--- src/rtl/sbf_regs.svh ---
// Register offsets, field positions, reset values and timing counts
// Operation
// - Infrared receive 2 wired to line 38 input
// - Line 38 selected means infrared sees ball
// - Bits 14 and 22 set give low-pin-count bus
// - Bits 14 and 22 clear give general lines
// - Parallel port only when 23, 27, strap clear
// - Bit 23 alone gives flat-panel data lines
// - Bit 27 or strap gives bus monitor outputs
// - Paper-end ball pull chosen by software
// - Line 6 ball decoded from bits 18, 8
// - Serial 2 transmit ball doubles as clock strap
`ifndef SBF_REGS_SVH
`define SBF_REGS_SVH

// ==========================================================
// Register offsets on the plain port
`define SBF_OFS_PIN_MUX 8'h00
`define SBF_OFS_PE_PULL 8'h04
`define SBF_OFS_STATUS 8'h08
`define SBF_PIN_MUX_RST 32'h0000_0000
`define SBF_PE_PULL_RST 2'h0
`define SBF_RD_ZERO 32'h0000_0000

// ==========================================================
// Pin mux configuration bit positions
`define SBF_BIT_LPC_A 14
`define SBF_BIT_LPC_B 22
`define SBF_BIT_FLAT 23
`define SBF_BIT_MON 27
`define SBF_BIT_GP6_HI 18
`define SBF_BIT_GP6_LO 8

// ==========================================================
// Paper-end pull control fields
`define SBF_PE_EN 0
`define SBF_PE_UP 1

// ==========================================================
// Status register fields
`define SBF_ST_PAR_LO 0
`define SBF_ST_PAR_HI 2
`define SBF_ST_LPC 3
`define SBF_ST_GP6_LO 4
`define SBF_ST_GP6_HI 7
`define SBF_ST_CLKSEL 8
`define SBF_ST_MONSTRAP 9
`define SBF_ST_DONE 10

// ==========================================================
// Ball index of line 38 inside the 32..39 group
`define SBF_GP38_IDX 6

// ==========================================================
// Strap settle time and clock period
`define SBF_STRAP_SETTLE_NS 40
`define SBF_CLK_PERIOD_NS 4
`define SBF_STRAP_SETTLE_CYC \
  ((`SBF_STRAP_SETTLE_NS + `SBF_CLK_PERIOD_NS - 1) / `SBF_CLK_PERIOD_NS)

`endif

--- src/rtl/sbf_pkg.sv ---
// Types shared by the shared ball function select design
package sbf_pkg;

  // ========================================================
  // Function of the parallel, flat-panel, monitor ball group
  typedef enum logic [2:0]
  {
    SBF_PAR_PORT = 3'b001,
    SBF_PAR_FLAT = 3'b010,
    SBF_PAR_MON = 3'b100
  } sbf_par_mode_t;

  // ========================================================
  // Function of the line 6 ball
  typedef enum logic [3:0]
  {
    SBF_GP6_GEN = 4'b0001,
    SBF_GP6_SER2 = 4'b0010,
    SBF_GP6_STOR = 4'b0100,
    SBF_GP6_TEST = 4'b1000
  } sbf_gp6_sel_t;

  // ========================================================
  // Strap capture sequence
  typedef enum logic [2:0]
  {
    SBF_STR_IDLE = 3'b001,
    SBF_STR_SETTLE = 3'b010,
    SBF_STR_DONE = 3'b100
  } sbf_strap_st_t;

  // ========================================================
  // Strap capture state
  typedef struct packed
  {
    sbf_strap_st_t st;
    logic [7:0] cnt;
    logic [1:0] val;
    logic done;
  } sbf_strap_state_t;

  // ========================================================
  // Top state: configuration, read data and every ball output
  typedef struct packed
  {
    logic [31:0] pinMux;
    logic [1:0] peCfg;
    logic [31:0] rdata;
    sbf_par_mode_t parMode;
    sbf_gp6_sel_t gp6Sel;
    logic lpcSel;
    logic [3:0] parBallOut;
    logic [3:0] parBallOe;
    logic [3:0] parIn;
    logic peFromBall;
    logic pePullUp;
    logic pePullDn;
    logic [7:0] lpcBallOut;
    logic [7:0] lpcBallOe;
    logic [7:0] gpIn;
    logic [7:0] lpcIn;
    logic infrared_rx_2;
    logic gp6BallOut;
    logic gp6BallOe;
    logic gp6In;
    logic ser2BallOut;
    logic ser2BallOe;
  } sbf_top_state_t;

endpackage

--- src/rtl/sbf_sel3.sv ---
// One ball of the parallel, flat-panel, monitor group
`timescale 1ns/1ps
module sbf_sel3
(
  input sbf_pkg::sbf_par_mode_t mode,
  input wire logic parOut,
  input wire logic parOe,
  input wire logic flatOut,
  input wire logic monOut,
  output logic ballOut,
  output logic ballOe
);

  // Pick the driver of the ball from the group mode
  always_comb
  begin
    ballOut = 1'b0;
    ballOe = 1'b0;
    case (mode)
      sbf_pkg::SBF_PAR_PORT:
      begin
        ballOut = parOut;
        ballOe = parOe;
      end
      sbf_pkg::SBF_PAR_FLAT:
      begin
        ballOut = flatOut;
        ballOe = 1'b1;
      end
      sbf_pkg::SBF_PAR_MON:
      begin
        ballOut = monOut;
        ballOe = 1'b1;
      end
      default:
      begin
        ballOut = 1'b0;
        ballOe = 1'b0;
      end
    endcase
  end

endmodule

--- src/rtl/sbf_strap_capture.sv ---
// Strap sampler: waits for the pulls to settle, then holds the levels
`timescale 1ns/1ps
`include "sbf_regs.svh"
module sbf_strap_capture
#(
  parameter int WIDTH = 2,
  parameter int SETTLE = `SBF_STRAP_SETTLE_CYC
)
(
  input wire logic mclk,
  input wire logic reset,
  input wire logic [1:0] strapIn,
  output logic [1:0] strapVal,
  output logic strapDone
);

  sbf_pkg::sbf_strap_state_t s_ff;
  sbf_pkg::sbf_strap_state_t nxt_s;

  // Count the settle time, sample once, then hold
  always_comb
  begin
    nxt_s = s_ff;
    case (s_ff.st)
      sbf_pkg::SBF_STR_IDLE:
      begin
        nxt_s.st = sbf_pkg::SBF_STR_SETTLE;
        nxt_s.cnt = 8'h00;
      end
      sbf_pkg::SBF_STR_SETTLE:
      begin
        nxt_s.cnt = s_ff.cnt + 8'h01;
        if (s_ff.cnt == 8'(SETTLE - 1))
        begin
          nxt_s.st = sbf_pkg::SBF_STR_DONE;
          nxt_s.val = strapIn;
          nxt_s.done = 1'b1;
        end
      end
      sbf_pkg::SBF_STR_DONE:
      begin
        nxt_s.st = sbf_pkg::SBF_STR_DONE;
      end
      default:
      begin
        nxt_s.st = sbf_pkg::SBF_STR_IDLE;
      end
    endcase
  end

  // State register
  always_ff @(posedge mclk or posedge reset)
  begin
    if (reset)
    begin
      s_ff <= '{st: sbf_pkg::SBF_STR_IDLE, cnt: 8'h00, val: 2'h0,
                done: 1'b0};
    end
    else
    begin
      s_ff <= nxt_s;
    end
  end

  assign strapVal = s_ff.val;
  assign strapDone = s_ff.done;

endmodule

--- src/rtl/sbf_ball_mux.sv ---
// Top of the shared ball function select block
`timescale 1ns/1ps
`include "sbf_regs.svh"
module sbf_ball_mux
(
  input wire logic mclk,
  input wire logic reset,
  // Register port
  input wire logic [7:0] regAddr,
  input wire logic [31:0] regWdata,
  input wire logic regWr,
  input wire logic regRd,
  output logic [31:0] regRdata,
  // Parallel port unit, per ball: data, error, paper-end, strobe
  input wire logic [3:0] parOut,
  input wire logic [3:0] parOe,
  output logic [3:0] parIn,
  // Flat-panel data lines and fast bus monitor lines for the group
  input wire logic [3:0] flatDataLine,
  input wire logic [3:0] monitorLine,
  // Balls of the shared group
  input wire logic [3:0] parBallIn,
  output logic [3:0] parBallOut,
  output logic [3:0] parBallOe,
  output logic pePullUp,
  output logic pePullDn,
  // General lines 32..39 and low-pin-count bus unit, per ball
  input wire logic [7:0] gpOut,
  input wire logic [7:0] gpOe,
  output logic [7:0] gpIn,
  input wire logic [7:0] lpcOut,
  input wire logic [7:0] lpcOe,
  output logic [7:0] lpcIn,
  output logic infraredRx2,
  input wire logic [7:0] lpcBallIn,
  output logic [7:0] lpcBallOut,
  output logic [7:0] lpcBallOe,
  // Line 6 ball and its four functions
  input wire logic gp6Out,
  input wire logic gp6Oe,
  output logic gp6In,
  input wire logic serial2TermReady,
  input wire logic storage1ReadStrobe,
  input wire logic memoryTestOut5,
  input wire logic gp6BallIn,
  output logic gp6BallOut,
  output logic gp6BallOe,
  // Serial 2 transmit ball and clock-select strap
  input wire logic serial2TxOut,
  input wire logic ser2BallIn,
  output logic ser2BallOut,
  output logic ser2BallOe,
  output logic clockSelectStrap2,
  // Fast bus monitor strap ball
  input wire logic monStrapBallIn,
  output logic fastBusMonitorStrap
);

  sbf_pkg::sbf_top_state_t s_ff;
  sbf_pkg::sbf_top_state_t nxt_s;
  sbf_pkg::sbf_par_mode_t curMode;
  logic [1:0] strapVal;
  logic strapDone;
  logic [3:0] selOut;
  logic [3:0] selOe;
  logic lpcPair;
  logic lpcSplit;

  // ========================================================
  // Decode functions

  // Group mode from the configuration and the monitor strap
  function automatic sbf_pkg::sbf_par_mode_t parModeOf(
    input logic [31:0] pm,
    input logic monStrap
  );
    sbf_pkg::sbf_par_mode_t m;
    m = sbf_pkg::SBF_PAR_PORT;
    // monitor takes group, also over flat
    if (pm[`SBF_BIT_MON] || monStrap)
      m = sbf_pkg::SBF_PAR_MON;
    else if (pm[`SBF_BIT_FLAT])
      m = sbf_pkg::SBF_PAR_FLAT;
    else
      m = sbf_pkg::SBF_PAR_PORT;
    return m;
  endfunction

  // Line 6 ball function from bits 18 and 8
  function automatic sbf_pkg::sbf_gp6_sel_t gp6SelOf(
    input logic [31:0] pm
  );
    sbf_pkg::sbf_gp6_sel_t g;
    g = sbf_pkg::SBF_GP6_GEN;
    case ({pm[`SBF_BIT_GP6_HI], pm[`SBF_BIT_GP6_LO]})
      2'b10: g = sbf_pkg::SBF_GP6_SER2;
      2'b01: g = sbf_pkg::SBF_GP6_STOR;
      2'b11: g = sbf_pkg::SBF_GP6_TEST;
      default: g = sbf_pkg::SBF_GP6_GEN;
    endcase
    return g;
  endfunction

  // ========================================================
  // Strap capture and group drivers

  sbf_strap_capture #(
    .WIDTH(2),
    .SETTLE(`SBF_STRAP_SETTLE_CYC)
  ) u_strap (
    .mclk(mclk),
    .reset(reset),
    .strapIn({monStrapBallIn, ser2BallIn}),
    .strapVal(strapVal),
    .strapDone(strapDone)
  );

  // Parallel port only with flat, monitor and strap all clear
  assign curMode = parModeOf(s_ff.pinMux, strapVal[1]);
  assign lpcPair = s_ff.pinMux[`SBF_BIT_LPC_A] &&
                   s_ff.pinMux[`SBF_BIT_LPC_B];
  assign lpcSplit = s_ff.pinMux[`SBF_BIT_LPC_A] ^
                    s_ff.pinMux[`SBF_BIT_LPC_B];

  // One selector per ball of the shared group
  for (genvar i = 0; i < 4; i++)
  begin : g_sel
    sbf_sel3 u_sel (
      .mode(curMode),
      .parOut(parOut[i]),
      .parOe(parOe[i]),
      .flatOut(flatDataLine[i]),
      .monOut(monitorLine[i]),
      .ballOut(selOut[i]),
      .ballOe(selOe[i])
    );
  end

  // ========================================================
  // Next state

  // Register port, then every ball path
  always_comb
  begin
    nxt_s = s_ff;
    nxt_s.rdata = `SBF_RD_ZERO;
    if (regWr)
    begin
      if (regAddr == `SBF_OFS_PIN_MUX)
        nxt_s.pinMux = regWdata;
      else if (regAddr == `SBF_OFS_PE_PULL)
        nxt_s.peCfg = regWdata[1:0];
    end
    if (regRd)
    begin
      if (regAddr == `SBF_OFS_PIN_MUX)
        nxt_s.rdata = s_ff.pinMux;
      else if (regAddr == `SBF_OFS_PE_PULL)
        nxt_s.rdata = {30'h0000_0000, s_ff.peCfg};
      else if (regAddr == `SBF_OFS_STATUS)
      begin
        nxt_s.rdata[`SBF_ST_PAR_HI:`SBF_ST_PAR_LO] = s_ff.parMode;
        nxt_s.rdata[`SBF_ST_LPC] = s_ff.lpcSel;
        nxt_s.rdata[`SBF_ST_GP6_HI:`SBF_ST_GP6_LO] = s_ff.gp6Sel;
        nxt_s.rdata[`SBF_ST_CLKSEL] = strapVal[0];
        nxt_s.rdata[`SBF_ST_MONSTRAP] = strapVal[1];
        nxt_s.rdata[`SBF_ST_DONE] = strapDone;
      end
      else
        nxt_s.rdata = `SBF_RD_ZERO;
    end

    // Shared group: drivers from the selectors, inputs to parallel
    nxt_s.parMode = curMode;
    nxt_s.parBallOut = selOut;
    nxt_s.parBallOe = selOe;
    nxt_s.parIn = (curMode == sbf_pkg::SBF_PAR_PORT) ?
                  parBallIn : 4'h0;
    nxt_s.pePullUp = (curMode == sbf_pkg::SBF_PAR_PORT) &&
                     s_ff.peCfg[`SBF_PE_EN] && s_ff.peCfg[`SBF_PE_UP];
    nxt_s.pePullDn = (curMode == sbf_pkg::SBF_PAR_PORT) &&
                     s_ff.peCfg[`SBF_PE_EN] && !s_ff.peCfg[`SBF_PE_UP];

    // General lines against the low-pin-count bus
    nxt_s.lpcSel = lpcPair;
    if (lpcPair)
    begin
      nxt_s.lpcBallOut = lpcOut;
      nxt_s.lpcBallOe = lpcOe;
      nxt_s.lpcIn = lpcBallIn;
      nxt_s.gpIn = 8'h00;
    end
    else
    begin
      nxt_s.lpcBallOut = gpOut;
      nxt_s.lpcBallOe = gpOe;
      nxt_s.gpIn = lpcBallIn;
      nxt_s.lpcIn = 8'h00;
    end
    nxt_s.infrared_rx_2 = lpcBallIn[`SBF_GP38_IDX];

    nxt_s.gp6Sel = gp6SelOf(s_ff.pinMux);
    nxt_s.gp6In = 1'b0;
    case (nxt_s.gp6Sel)
      sbf_pkg::SBF_GP6_GEN:
      begin
        nxt_s.gp6BallOut = gp6Out;
        nxt_s.gp6BallOe = gp6Oe;
        nxt_s.gp6In = gp6BallIn;
      end
      sbf_pkg::SBF_GP6_SER2:
      begin
        nxt_s.gp6BallOut = serial2TermReady;
        nxt_s.gp6BallOe = 1'b1;
      end
      sbf_pkg::SBF_GP6_STOR:
      begin
        nxt_s.gp6BallOut = storage1ReadStrobe;
        nxt_s.gp6BallOe = 1'b1;
      end
      sbf_pkg::SBF_GP6_TEST:
      begin
        nxt_s.gp6BallOut = memoryTestOut5;
        nxt_s.gp6BallOe = 1'b1;
      end
      default:
      begin
        nxt_s.gp6BallOut = 1'b0;
        nxt_s.gp6BallOe = 1'b0;
      end
    endcase

    nxt_s.ser2BallOut = strapDone ? serial2TxOut : 1'b0;
    nxt_s.ser2BallOe = strapDone;
  end

  // ========================================================
  // State register
  always_ff @(posedge mclk or posedge reset)
  begin
    if (reset)
    begin
      s_ff <= '{pinMux: `SBF_PIN_MUX_RST, peCfg: `SBF_PE_PULL_RST,
                rdata: `SBF_RD_ZERO, parMode: sbf_pkg::SBF_PAR_PORT,
                gp6Sel: sbf_pkg::SBF_GP6_GEN, default: '0};
    end
    else
    begin
      s_ff <= nxt_s;
    end
  end

  // ========================================================
  // Outputs straight from the state register, straps from the strap capture
  assign regRdata = s_ff.rdata;
  assign parIn = s_ff.parIn;
  assign parBallOut = s_ff.parBallOut;
  assign parBallOe = s_ff.parBallOe;
  assign pePullUp = s_ff.pePullUp;
  assign pePullDn = s_ff.pePullDn;
  assign gpIn = s_ff.gpIn;
  assign lpcIn = s_ff.lpcIn;
  assign infraredRx2 = s_ff.infrared_rx_2;
  assign lpcBallOut = s_ff.lpcBallOut;
  assign lpcBallOe = s_ff.lpcBallOe;
  assign gp6In = s_ff.gp6In;
  assign gp6BallOut = s_ff.gp6BallOut;
  assign gp6BallOe = s_ff.gp6BallOe;
  assign ser2BallOut = s_ff.ser2BallOut;
  assign ser2BallOe = s_ff.ser2BallOe;
  assign clockSelectStrap2 = strapVal[0];
  assign fastBusMonitorStrap = strapVal[1];
endmodule

--- config.mk ---
export PLATFORM = sky130hd
export DESIGN_NAME = sbf_ball_mux
export DESIGN_NICKNAME = d
export VERILOG_FILES = /design/src/rtl/sbf_pkg.sv /design/src/rtl/sbf_sel3.sv /design/src/rtl/sbf_strap_capture.sv /design/src/rtl/sbf_ball_mux.sv
export VERILOG_INCLUDE_DIRS = /design/src /design/src/rtl
export SDC_FILE = /design/constraint.sdc
export NUM_CORES = 1
export LEC_CHECK = 0
export ABC_AREA = 1
export ABC_CLOCK_PERIOD_IN_PS = 4800
export BUFFER_PORTS_ARGS = -buffer_cell sky130_fd_sc_hd__buf_2
export CAP_MARGIN = 15
export CORE_MARGIN = 2
export CORE_UTILIZATION = 30
export DETAILED_ROUTE_END_ITERATION = 6
export PLACE_DENSITY = 0.49
export SYNTH_ARGS = -nofsm -noshare
export SYNTH_HDL_FRONTEND = slang
export SYNTH_HIERARCHICAL = 1
export SYNTH_SLANG_ARGS = --single-unit
--- constraint.sdc ---
create_clock -name mclk -period 4.8 [get_ports mclk]
set_clock_uncertainty 0.1 [all_clocks]
set_input_delay 0.24 -clock mclk [delete_from_list [all_inputs] [get_ports mclk]]
set_output_delay 0.24 -clock mclk [all_outputs]
set_load 0.03 [all_outputs]
Word level (Yosys, flattened, before mapping)

Index checks and enable logic that the tools add are counted.

Muxes and demuxes: 23
Add/subtract/negate cells: 1
Equal/unequal tests: 17
Reductions and logical operators: 12
Bitwise gates (word level): 1

Operators with widths:

| operator                                                         | number |
|---|---|
| 32-bit 2-to-1 mux                                                | 3 |
| 11-bit 2-to-1 mux                                                | 2 |
| 8-bit by 4-bit == test with 1-bit output (second input constant) | 2 |
| 8-bit one-hot mux with 2 select lines                            | 1 |
| 1-bit one-hot mux with 3 select lines                            | 4 |
| 4-bit one-hot mux with 3 select lines                            | 1 |
| 3-bit one-hot mux with 3 select lines                            | 1 |
| 8-bit by 1-bit adder with 8-bit output (second input constant)   | 1 |
| 8-bit by 3-bit == test with 1-bit output (second input constant) | 1 |
| 8-bit zero test                                                  | 1 |
| 1-bit one-hot mux with 2 select lines                            | 4 |
| 2-bit one-hot mux with 4 select lines                            | 1 |
| 3-bit by 1-bit == test with 1-bit output (second input constant) | 2 |
| 3-bit by 2-bit == test with 1-bit output (second input constant) | 2 |
| 3-bit == test (second input constant)                            | 2 |
| 3-bit 2-to-1 mux                                                 | 2 |
| 2-bit == test (second input constant)                            | 2 |
| 4-bit by 1-bit == test with 1-bit output (second input constant) | 1 |
| 4-bit by 2-bit == test with 1-bit output (second input constant) | 1 |
| 4-bit by 3-bit == test with 1-bit output (second input constant) | 1 |
| 4-bit == test (second input constant)                            | 1 |
| 1-bit logical AND                                                | 4 |
| 4-bit 2-to-1 mux                                                 | 1 |
| 2-bit AND reduction                                              | 2 |
| 10 further kinds                                                 | 11 |

Bits of input ports: 113
Bits in registers: 140
Word-level logic and storage cells: 79
Output and inout bits: 86

Longest topological paths before layout

Gate-level depths: netlist of run 1.

Word-level depth: 5
Depth in mapped cells: 8
Depth with buffers taken out: 7

Cells and area by module

The synthesis of run 1 kept the hierarchy.

Modules (own cells, without submodules):

| module            | times used | area an instance (sq um) | sequential area each (sq um) | cells an instance |
|---|---|---|---|---|
| sbf_ball_mux      | 1          | 5,027.3                  | 3,155.5                      | 510 |
| sbf_strap_capture | 1          | 729.4                    | 351.6                        | 94 |
| sbf_sel3          | 4          | 60.1                     | 0.0                          | 12 |

Worst setup path before layout of run 1

Ideal clock, no wire load.

Path kind: flip-flop to flip-flop
Start: reg u_strap.s_ff (netlist bit u_strap/strapVal[1])
End: reg s_ff (netlist bit parBallOut[0])
Buffers on the path: 1
Required time: 4.573 ns
Cell stages (with the launch flop): 8
Period minus slack after synthesis: 2.095 ns
Library setup time: 0.127 ns
Setup slack: 2.705 ns
Arrival: 1.868 ns
Cells stage by stage: dfrtp_1 > buf_4 > inv_1 > nand2_1 > nor2_1 > inv_1 > nand4_1 > nand3_1

RTL lines:

| item                   | RTL line                | text |
|---|---|---|
| from (decl)            | sbf_strap_capture.sv:17 | `sbf_pkg::sbf_strap_state_t s_ff;` |
| from (signal assigned) | sbf_strap_capture.sv:56 | `s_ff <= '{st: sbf_pkg::SBF_STR_IDLE, cnt: 8'h00, val: 2'h0,` |
| from (signal assigned) | sbf_strap_capture.sv:61 | `s_ff <= nxt_s;` |
| to (signal assigned)   | sbf_ball_mux.sv:243     | `` s_ff <= '{pinMux: `SBF_PIN_MUX_RST, peCfg: `SBF_PE_PULL_RST, `` |
| to (signal assigned)   | sbf_ball_mux.sv:249     | `s_ff <= nxt_s;` |
| to (decl)              | sbf_ball_mux.sv:59      | `sbf_pkg::sbf_top_state_t s_ff;` |

==> results list, run 1 <==
- The flow ran to the end, and the final reports show no timing, DRC or antenna violations.
* First-pass iteration count of the detailed router: 4
- Net count after synthesis: 767
- In the final layout, the share of cells above drive strength 1 is 0.288.
* Beginning of the critical path: s_ff[109]
- Headroom to the max-slew limit: 0.336
- Commonest non-fill, non-tap cells in the layout: 198 x buf_2, 137 x dfrtp_1, 120 x nand2_1
- Via count of the first global-routing pass: 4853
* Area growth from synthesis to layout: 37.2%
- Summed over all cells, the static leakage comes to 4.53 nW.
- Avg Cell Area, Syn: 9.20 sq um
- Highest-utilization routing layer at the global route stage: met2
- The number of antenna diodes in the final layout is 0.
- Setup bufs post-CTS: 0
- Once layout is complete, the utilization of the core stands at 0.422.
- Once placement completed, the tool counted placed cells totaling 1026.
- Most area-consuming cells after synthesis: dfrtp_1 57%, buf_4 9.8%, nand2_1 7.6%, nor2_1 5.8%, inv_1 5.4%
* Clock Sinks: 140
- Setup repair after global routing left no endpoint under its margin.
- The die covers 0.0211 sq mm.
* TritonCTS clock tree: built
- In this run the count of I/O pins placed on the die edge is 199.
- Minimum clock period after layout: 2650 ps
- Number of max-cap violations: 0
- Total Negative Setup Slacks: 0 ps
- Most common library cell in the layout ignoring fill and taps: buf_2
- Final weighted congestion in routability-driven placement: 0.780
* Cell area after layout: 0.00823 sq mm
* Global-route usage over all layers: 0.149
* Overflow after GRT: 0
* Area fraction of the dominant cell type after synthesis: 0.572
- The number of different library cells used by synthesis comes to 24.
- GR Layer Usage met1: 0.188
- Cell type contributing the most total cell area after synthesis: dfrtp_1
- The initial utilization of the core area, before any placement, comes to 0.307.
- The die is 145 um tall.
* Number of nets at the end of the flow: 990
- Port buffering added 198 buffers.
- Gate count of the mapped netlist: 652
- Final ANT Viol Nets: 0
- The tree is rooted in a clkbuf_16.
- IR drop worst, VDD: 0.240 mV
- WL final: 15.4 mm
- The first global-routing pass estimated 24.8 mm of wire.
- DP Area: 0.00667 sq mm
- At the pin with the least slew margin, the transition time is 994 ps.
- Via count of the routed design: 4755
* Pin count of the biggest net entering global routing: 88
- Post-detail-place hpwl: 9.98 mm
* Clock transition time at the flip-flop clock pins of the worst setup and hold paths: 60 ps
- Proportion of synthesized chip area in sequential cells: 0.585
- Setup violations remaining at the end of the flow were counted as 0.
- CORE AREA: 0.0195 sq mm
- Required time of the critical path: 4980 ps
- At the later pin of the worst-skew pair, clock insertion delay measures 410 ps.
* Number of buffers inserted during clock tree synthesis: 17
* Final-report max-slew violation count: 0
- Class of the most critical hold timing path: input pin to flip-flop
* Critical register-to-register path startpoint: s_ff[109]
* Crit path arrival time: 2830 ps
- The Yosys step of the flow raised 6 warnings.
- Average detailed-routed wire length per instance: 13.3 um
- Non-filler instance count after layout: 1153
- Vias/cell: 4.12
- Counting along the longest clock path gives a buffer depth of 2.
- The die is 145 um wide.
* Critical path endpoint category: flip-flop
- Max Clock Freq: 378 MHz
* Area of the mapped netlist: 0.00600 sq mm
* Number of H-tree levels: 4
* Fin. Hold Viols: 0
* Type of the setup path with the least slack: flip-flop to flip-flop
- The number of antenna violations at the first check in global routing was 0.
* Fraction of the cycle the final worst path needs: 0.551
- Global-route met3 utilization: 0.0467
- Setup ws final: 2150 ps
* Worst Min Path Start: regWdata[23]
- Number of cell rows: 51
- Iteration-0 DRC count of the detailed router: 218
- The layout has 1943 filler cells.
- STA classifies the critical path startpoint as a flip-flop.
* CP max FO: 25
* Post-synthesis register bit count: 140
* Power Dens Cells: 349 mW/mm^2
- In the global route stage, met2 resource usage came out at 0.246.
* Setup Slack @ Placement: 2280 ps
- Remaining routing DRC violations: 0
## power by group
| group | total, mW | internal, mW | switching, mW |
|---|---|---|---|
| Combinational | 0.307 | 0.132 | 0.175 |
| Clock | 1.32 | 0.815 | 0.509 |
| Sequential | 1.24 | 1.22 | 0.0143 |
| Total | 2.87 | 2.17 | 0.698 |
## flip-flops by register name, summed over array words and instances, names as in the netlist, 2 cells and up
| name | count |
|---|---|
| s_ff | 42 |
| regRdata | 32 |
| u_strap/s_ff | 11 |
| gpIn | 8 |
| lpcBallOe | 8 |
| lpcBallOut | 8 |
| lpcIn | 8 |
| parBallOe | 4 |
| parBallOut | 4 |
| parIn | 4 |
| u_strap/strapVal | 2 |
## per-layer routing
layer / part of all wire / routed length, um / up-vias
met5: 0 / 0 / -
met4: 0.014 / 213 / 0
met3: 0.058 / 892 / 15
met2: 0.47 / 7210 / 151
met1: 0.46 / 7040 / 2219
li1: - / - / 2370
## Yosys cell counts
cell	number
dfrtp_1	137
nand2_1	121
nor2_1	92
inv_1	87
buf_4	78
nand3_1	41
a21oi_1	25
nand4_1	18
o21ai_0	11
clkbuf_1	6
nor2_2	6
buf_6	5
nand2_2	4
buf_2	3
dfstp_2	3
o21ai_1	3
a21oi_2	2
ha_1	2
nor2_4	2
nor3_1	2
inv_2	1
nand3_4	1
o22ai_1	1
or2_2	1
## through the flow
stage | power, mW | hold WS (ps)
final | 2.87 | 11.6
after global routing | 3.00 | 24.0
after CTS | 2.92 | 0.866
after detailed placement | 1.50 | 259
after global placement | 1.50 | 265
after floorplan | 1.43 | 28.5
## timing repair
| item | CTS | global route |
|---|---|---|
| endpoints found under the hold margin | 179 | 0 |
| hold buffers | 94 | 0 |
| gates resized for setup | 0 | 0 |
## cell type report
class | count | area, sq um | area share
clock buffers | 17 | 425 | 0.0517
clock inverters | 15 | 174 | 0.0211
inverters | 88 | 335 | 0.0407
multi-input cells | 332 | 1480 | 0.180
flip-flops and latches | 140 | 3510 | 0.426
well taps | 265 | 332 | 0.0403
repair buffers | 296 | 1970 | 0.240
## kinds of logic (layout without fill, tap and decap cells)
group | after synthesis | in the layout | share of synthesized area
compound gates | 42 | 42 | 0.0365
flops | 140 | 140 | 0.585
simple gates | 288 | 288 | 0.206
buf+inv | 180 | 416 | 0.168
fa+ha+maj | 2 | 2 | 0.00417
## critical path, cell delays in order (launching register included)
cell	delay, ps
dfrtp_1	390
nand2_1	710
inv_2	440
nand2_1	220
nand2_1	60
dlygate4sd3_1	580
## worst paths after layout
path / endpoint / slack (ps) / depth (start not counted)
max in group asynchronous: regRdata[4] / 3120 / 4
worst max-delay path: lpcBallOe[7] / 2150 / 5
worst max register to register: lpcBallOe[7] / 2150 / 5
worst min register to register: s_ff[105] / 370 / 2
worst min-delay path: s_ff[118] / 10 / 3
min in group asynchronous: u_strap/s_ff[8] / 360 / 3
(Power assumes the default switching activity.)
==> run 2, diff against run 1 <==
- ABC_CLOCK_PERIOD_IN_PS: 4800 -> 2300
- PLACE_DENSITY: 0.49 -> 0.51
- clock period: 4.8 -> 2.3 ns (I/O delays scaled with it)
==> results list, run 2 (synthesis results as in run 1) <==
- The flow ran to the end, and the final reports show no timing, DRC or antenna violations.
- Wire length of the first global-routing pass: 25.0 mm
- Of all nets on the critical path, the largest fanout is 19.
- TritonCTS clock tree: built
* Global-route usage over all layers: 0.151
* Headroom to the max-slew limit: 0.574
- The total overflow left after global routing is 0.
- For this run, the detailed router's first-pass iteration total came to 5.
- Number of max-cap violations: 0
* Total Negative Setup Slacks: 0 ps
* Register with the most flip-flops: s_ff
* Via count of the routed design: 4802
- Counting the buffers created by CTS gives 17.
* Vias/cell: 4.10
* Remaining routing DRC violations: 0
- CTS placed an instance of clkbuf_16 at the clock tree root.
- Relative to the synthesized area, the layout overhead comes to 40.3%.
- The register with the most flip-flops in the layout has 42 of them.
- Transition time at the pin with the least slew margin: 638 ps
- Of the total power, the share spent switching nets is 0.249.
- Cell-internal power: 4.57 mW
- Static leakage power: 4.58 nW
* IR drop worst, VDD: 0.482 mV
* Number of nets at the end of the flow: 1006
- The die is 145 um wide.
* Total of buffers placed on input and output ports: 198
- Power Dens Cells: 723 mW/mm^2
* Via count of the first global-routing pass: 4856
- The critical path is of the flip-flop to flip-flop type.
- Die Height: 145 um
* Worst hold slack after final layout: 22.9 ps
- The first routing iteration left 214 violations.
- Entering global routing, the biggest net connects 73 pins.
* Kind of start point of the critical path: flip-flop
- Clock tree synthesis found a total of 140 sinks.
* Multi-input gate area in the final layout: 0.00149 sq mm
* Number of filler instances in the final layout: 1933
* Post-detail-place hpwl: 10.2 mm
- Setup Slack @ Placement: 589 ps
* Commonest non-fill, non-tap cells in the layout: 198 x buf_2, 137 x dfrtp_1, 119 x nand2_1
* Sequential group share of total power: 0.425
- Storage cell area: 0.00351 sq mm
* # setup viols final: 0
* Power dissipated by switching net loads: 1.51 mW
* Number of cell rows: 51
- After clock tree synthesis, the clock-pin slew on the worst setup and hold paths is 60 ps.
- Setup ws final: 245 ps
- Final weighted congestion in routability-driven placement: 0.788
- WL final: 15.2 mm
- For the worst setup path, the data required time is 2500 ps.
* Average detailed-routed wire length per instance: 13.0 um
- The count of cells in the finished layout, fillers not included, comes to 1170.
- Final-report max-slew violation count: 0
- Of the total power, combinational logic draws 0.107.
- Final ANT Viol Nets: 0
- Total Power Consumption: 6.08 mW
* Fraction of the cycle the final worst path needs: 0.893
- Crit path arrival time: 2250 ps
- Total die area: 0.0211 sq mm
- The worst hold path belongs to the class input pin to flip-flop.
* Total I/O pin count: 199
- The number of placed instances, taps included, is 1031.
* Fin. Hold Viols: 0
- After floorplanning, the core was sized to cover 0.0195 sq mm.
* Setup bufs post-CTS: 0
* Worst-Skew Late Latency: 420 ps
- Antenna violations before repair: 1
- Setup repair after global routing left no endpoint under its margin.
- Counting I/O delays and the setup requirement, the final critical path takes 2060 ps.
- For this run, the top clock speed supported by timing is 487 MHz.
* Starting Density: 0.307
- Maximum count of clock buffers along a single path: 2
* Clock network fraction of design power: 0.468
* Number of H-tree levels: 4
- The library cell used most frequently in the layout, excluding fill and tap cells, is buf_2.
* Critical path endpoint category: flip-flop
- In the final layout, the share of cells above drive strength 1 is 0.288.
[run 2: changes by cell type in the layout (fill, tap and decap cells not counted), moves of 2 or more]
cell | before | now
buf_4 | 3 | 6
inv_6 | 2 | 4
dlygate4sd3_1 | 94 | 106
clkinv_2 | 4 | 0
[run 2: final timing paths]
path / endpoint / startpoint / cells past startpoint / slack, ps
worst max-delay path: parBallOut[2] / u_strap/strapVal[1] / 8 / 240
worst min-delay path: regRdata[1] / regAddr[4] / 6 / 20
worst max register to register: parBallOut[2] / u_strap/strapVal[1] / 8 / 240
worst min register to register: s_ff[97] / s_ff[97] / 2 / 370
max in group asynchronous: regRdata[26] / reset / 4 / 1180
min in group asynchronous: ser2BallOe / reset / 3 / 60
[run 2: power groups by stage]
stage | sequential, mW | clock (mW) | combinational, mW
CTS | 2.58 | 2.94 | 0.658
global placement | 2.63 | 0 | 0.509
global route | 2.59 | 3.05 | 0.721
detailed placement | 2.63 | 0 | 0.508
finish | 2.58 | 2.85 | 0.653
floorplan | 2.63 | 0 | 0.357
[run 2: what timing repair did]
item / CTS / global route
gates resized for setup: 0 / 1
setup endpoints to repair: 0 / 4
endpoints found under the hold margin: 225 / 0
hold buffers: 106 / 0
[run 2: through the flow]
| stage | util | area (sq um) |
|---|---|---|
| global placement | 0.345 | 6730 |
| detailed placement | 0.345 | 6730 |
| finish | 0.431 | 8410 |
| CTS | 0.431 | 8410 |
| global route | 0.431 | 8410 |
| floorplan | - | 6000 |
[run 2: routing by layer]
| metal | up-vias | track usage | share of wire |
|---|---|---|---|
| met1 | 2226 | 0.190 | 0.45 |
| li1 | 2405 | - | - |
| met2 | 154 | 0.243 | 0.47 |
| met4 | 0 | 0.0475 | 0.016 |
| met3 | 17 | 0.0536 | 0.066 |
| met5 | - | 0 | 0 |
[run 2: final cells by class]
type / count / area share
clock buffers: 18 / 0.0510
well taps: 265 / 0.0394
flip-flops and latches: 140 / 0.417
diodes: 1 / 0.000297
multi-input cells: 332 / 0.177
repair buffers: 312 / 0.254
clock inverters: 14 / 0.0220
inverters: 88 / 0.0397
[run 2: critical path, cell delays in order (launching register included)]
cell           delay, ps
dfrtp_1              420
inv_1                110
nand2_2              130
nor2_1               120
buf_4                250
inv_1                 80
nand4_1               70
nand3_1               80
dlygate4sd3_1        560
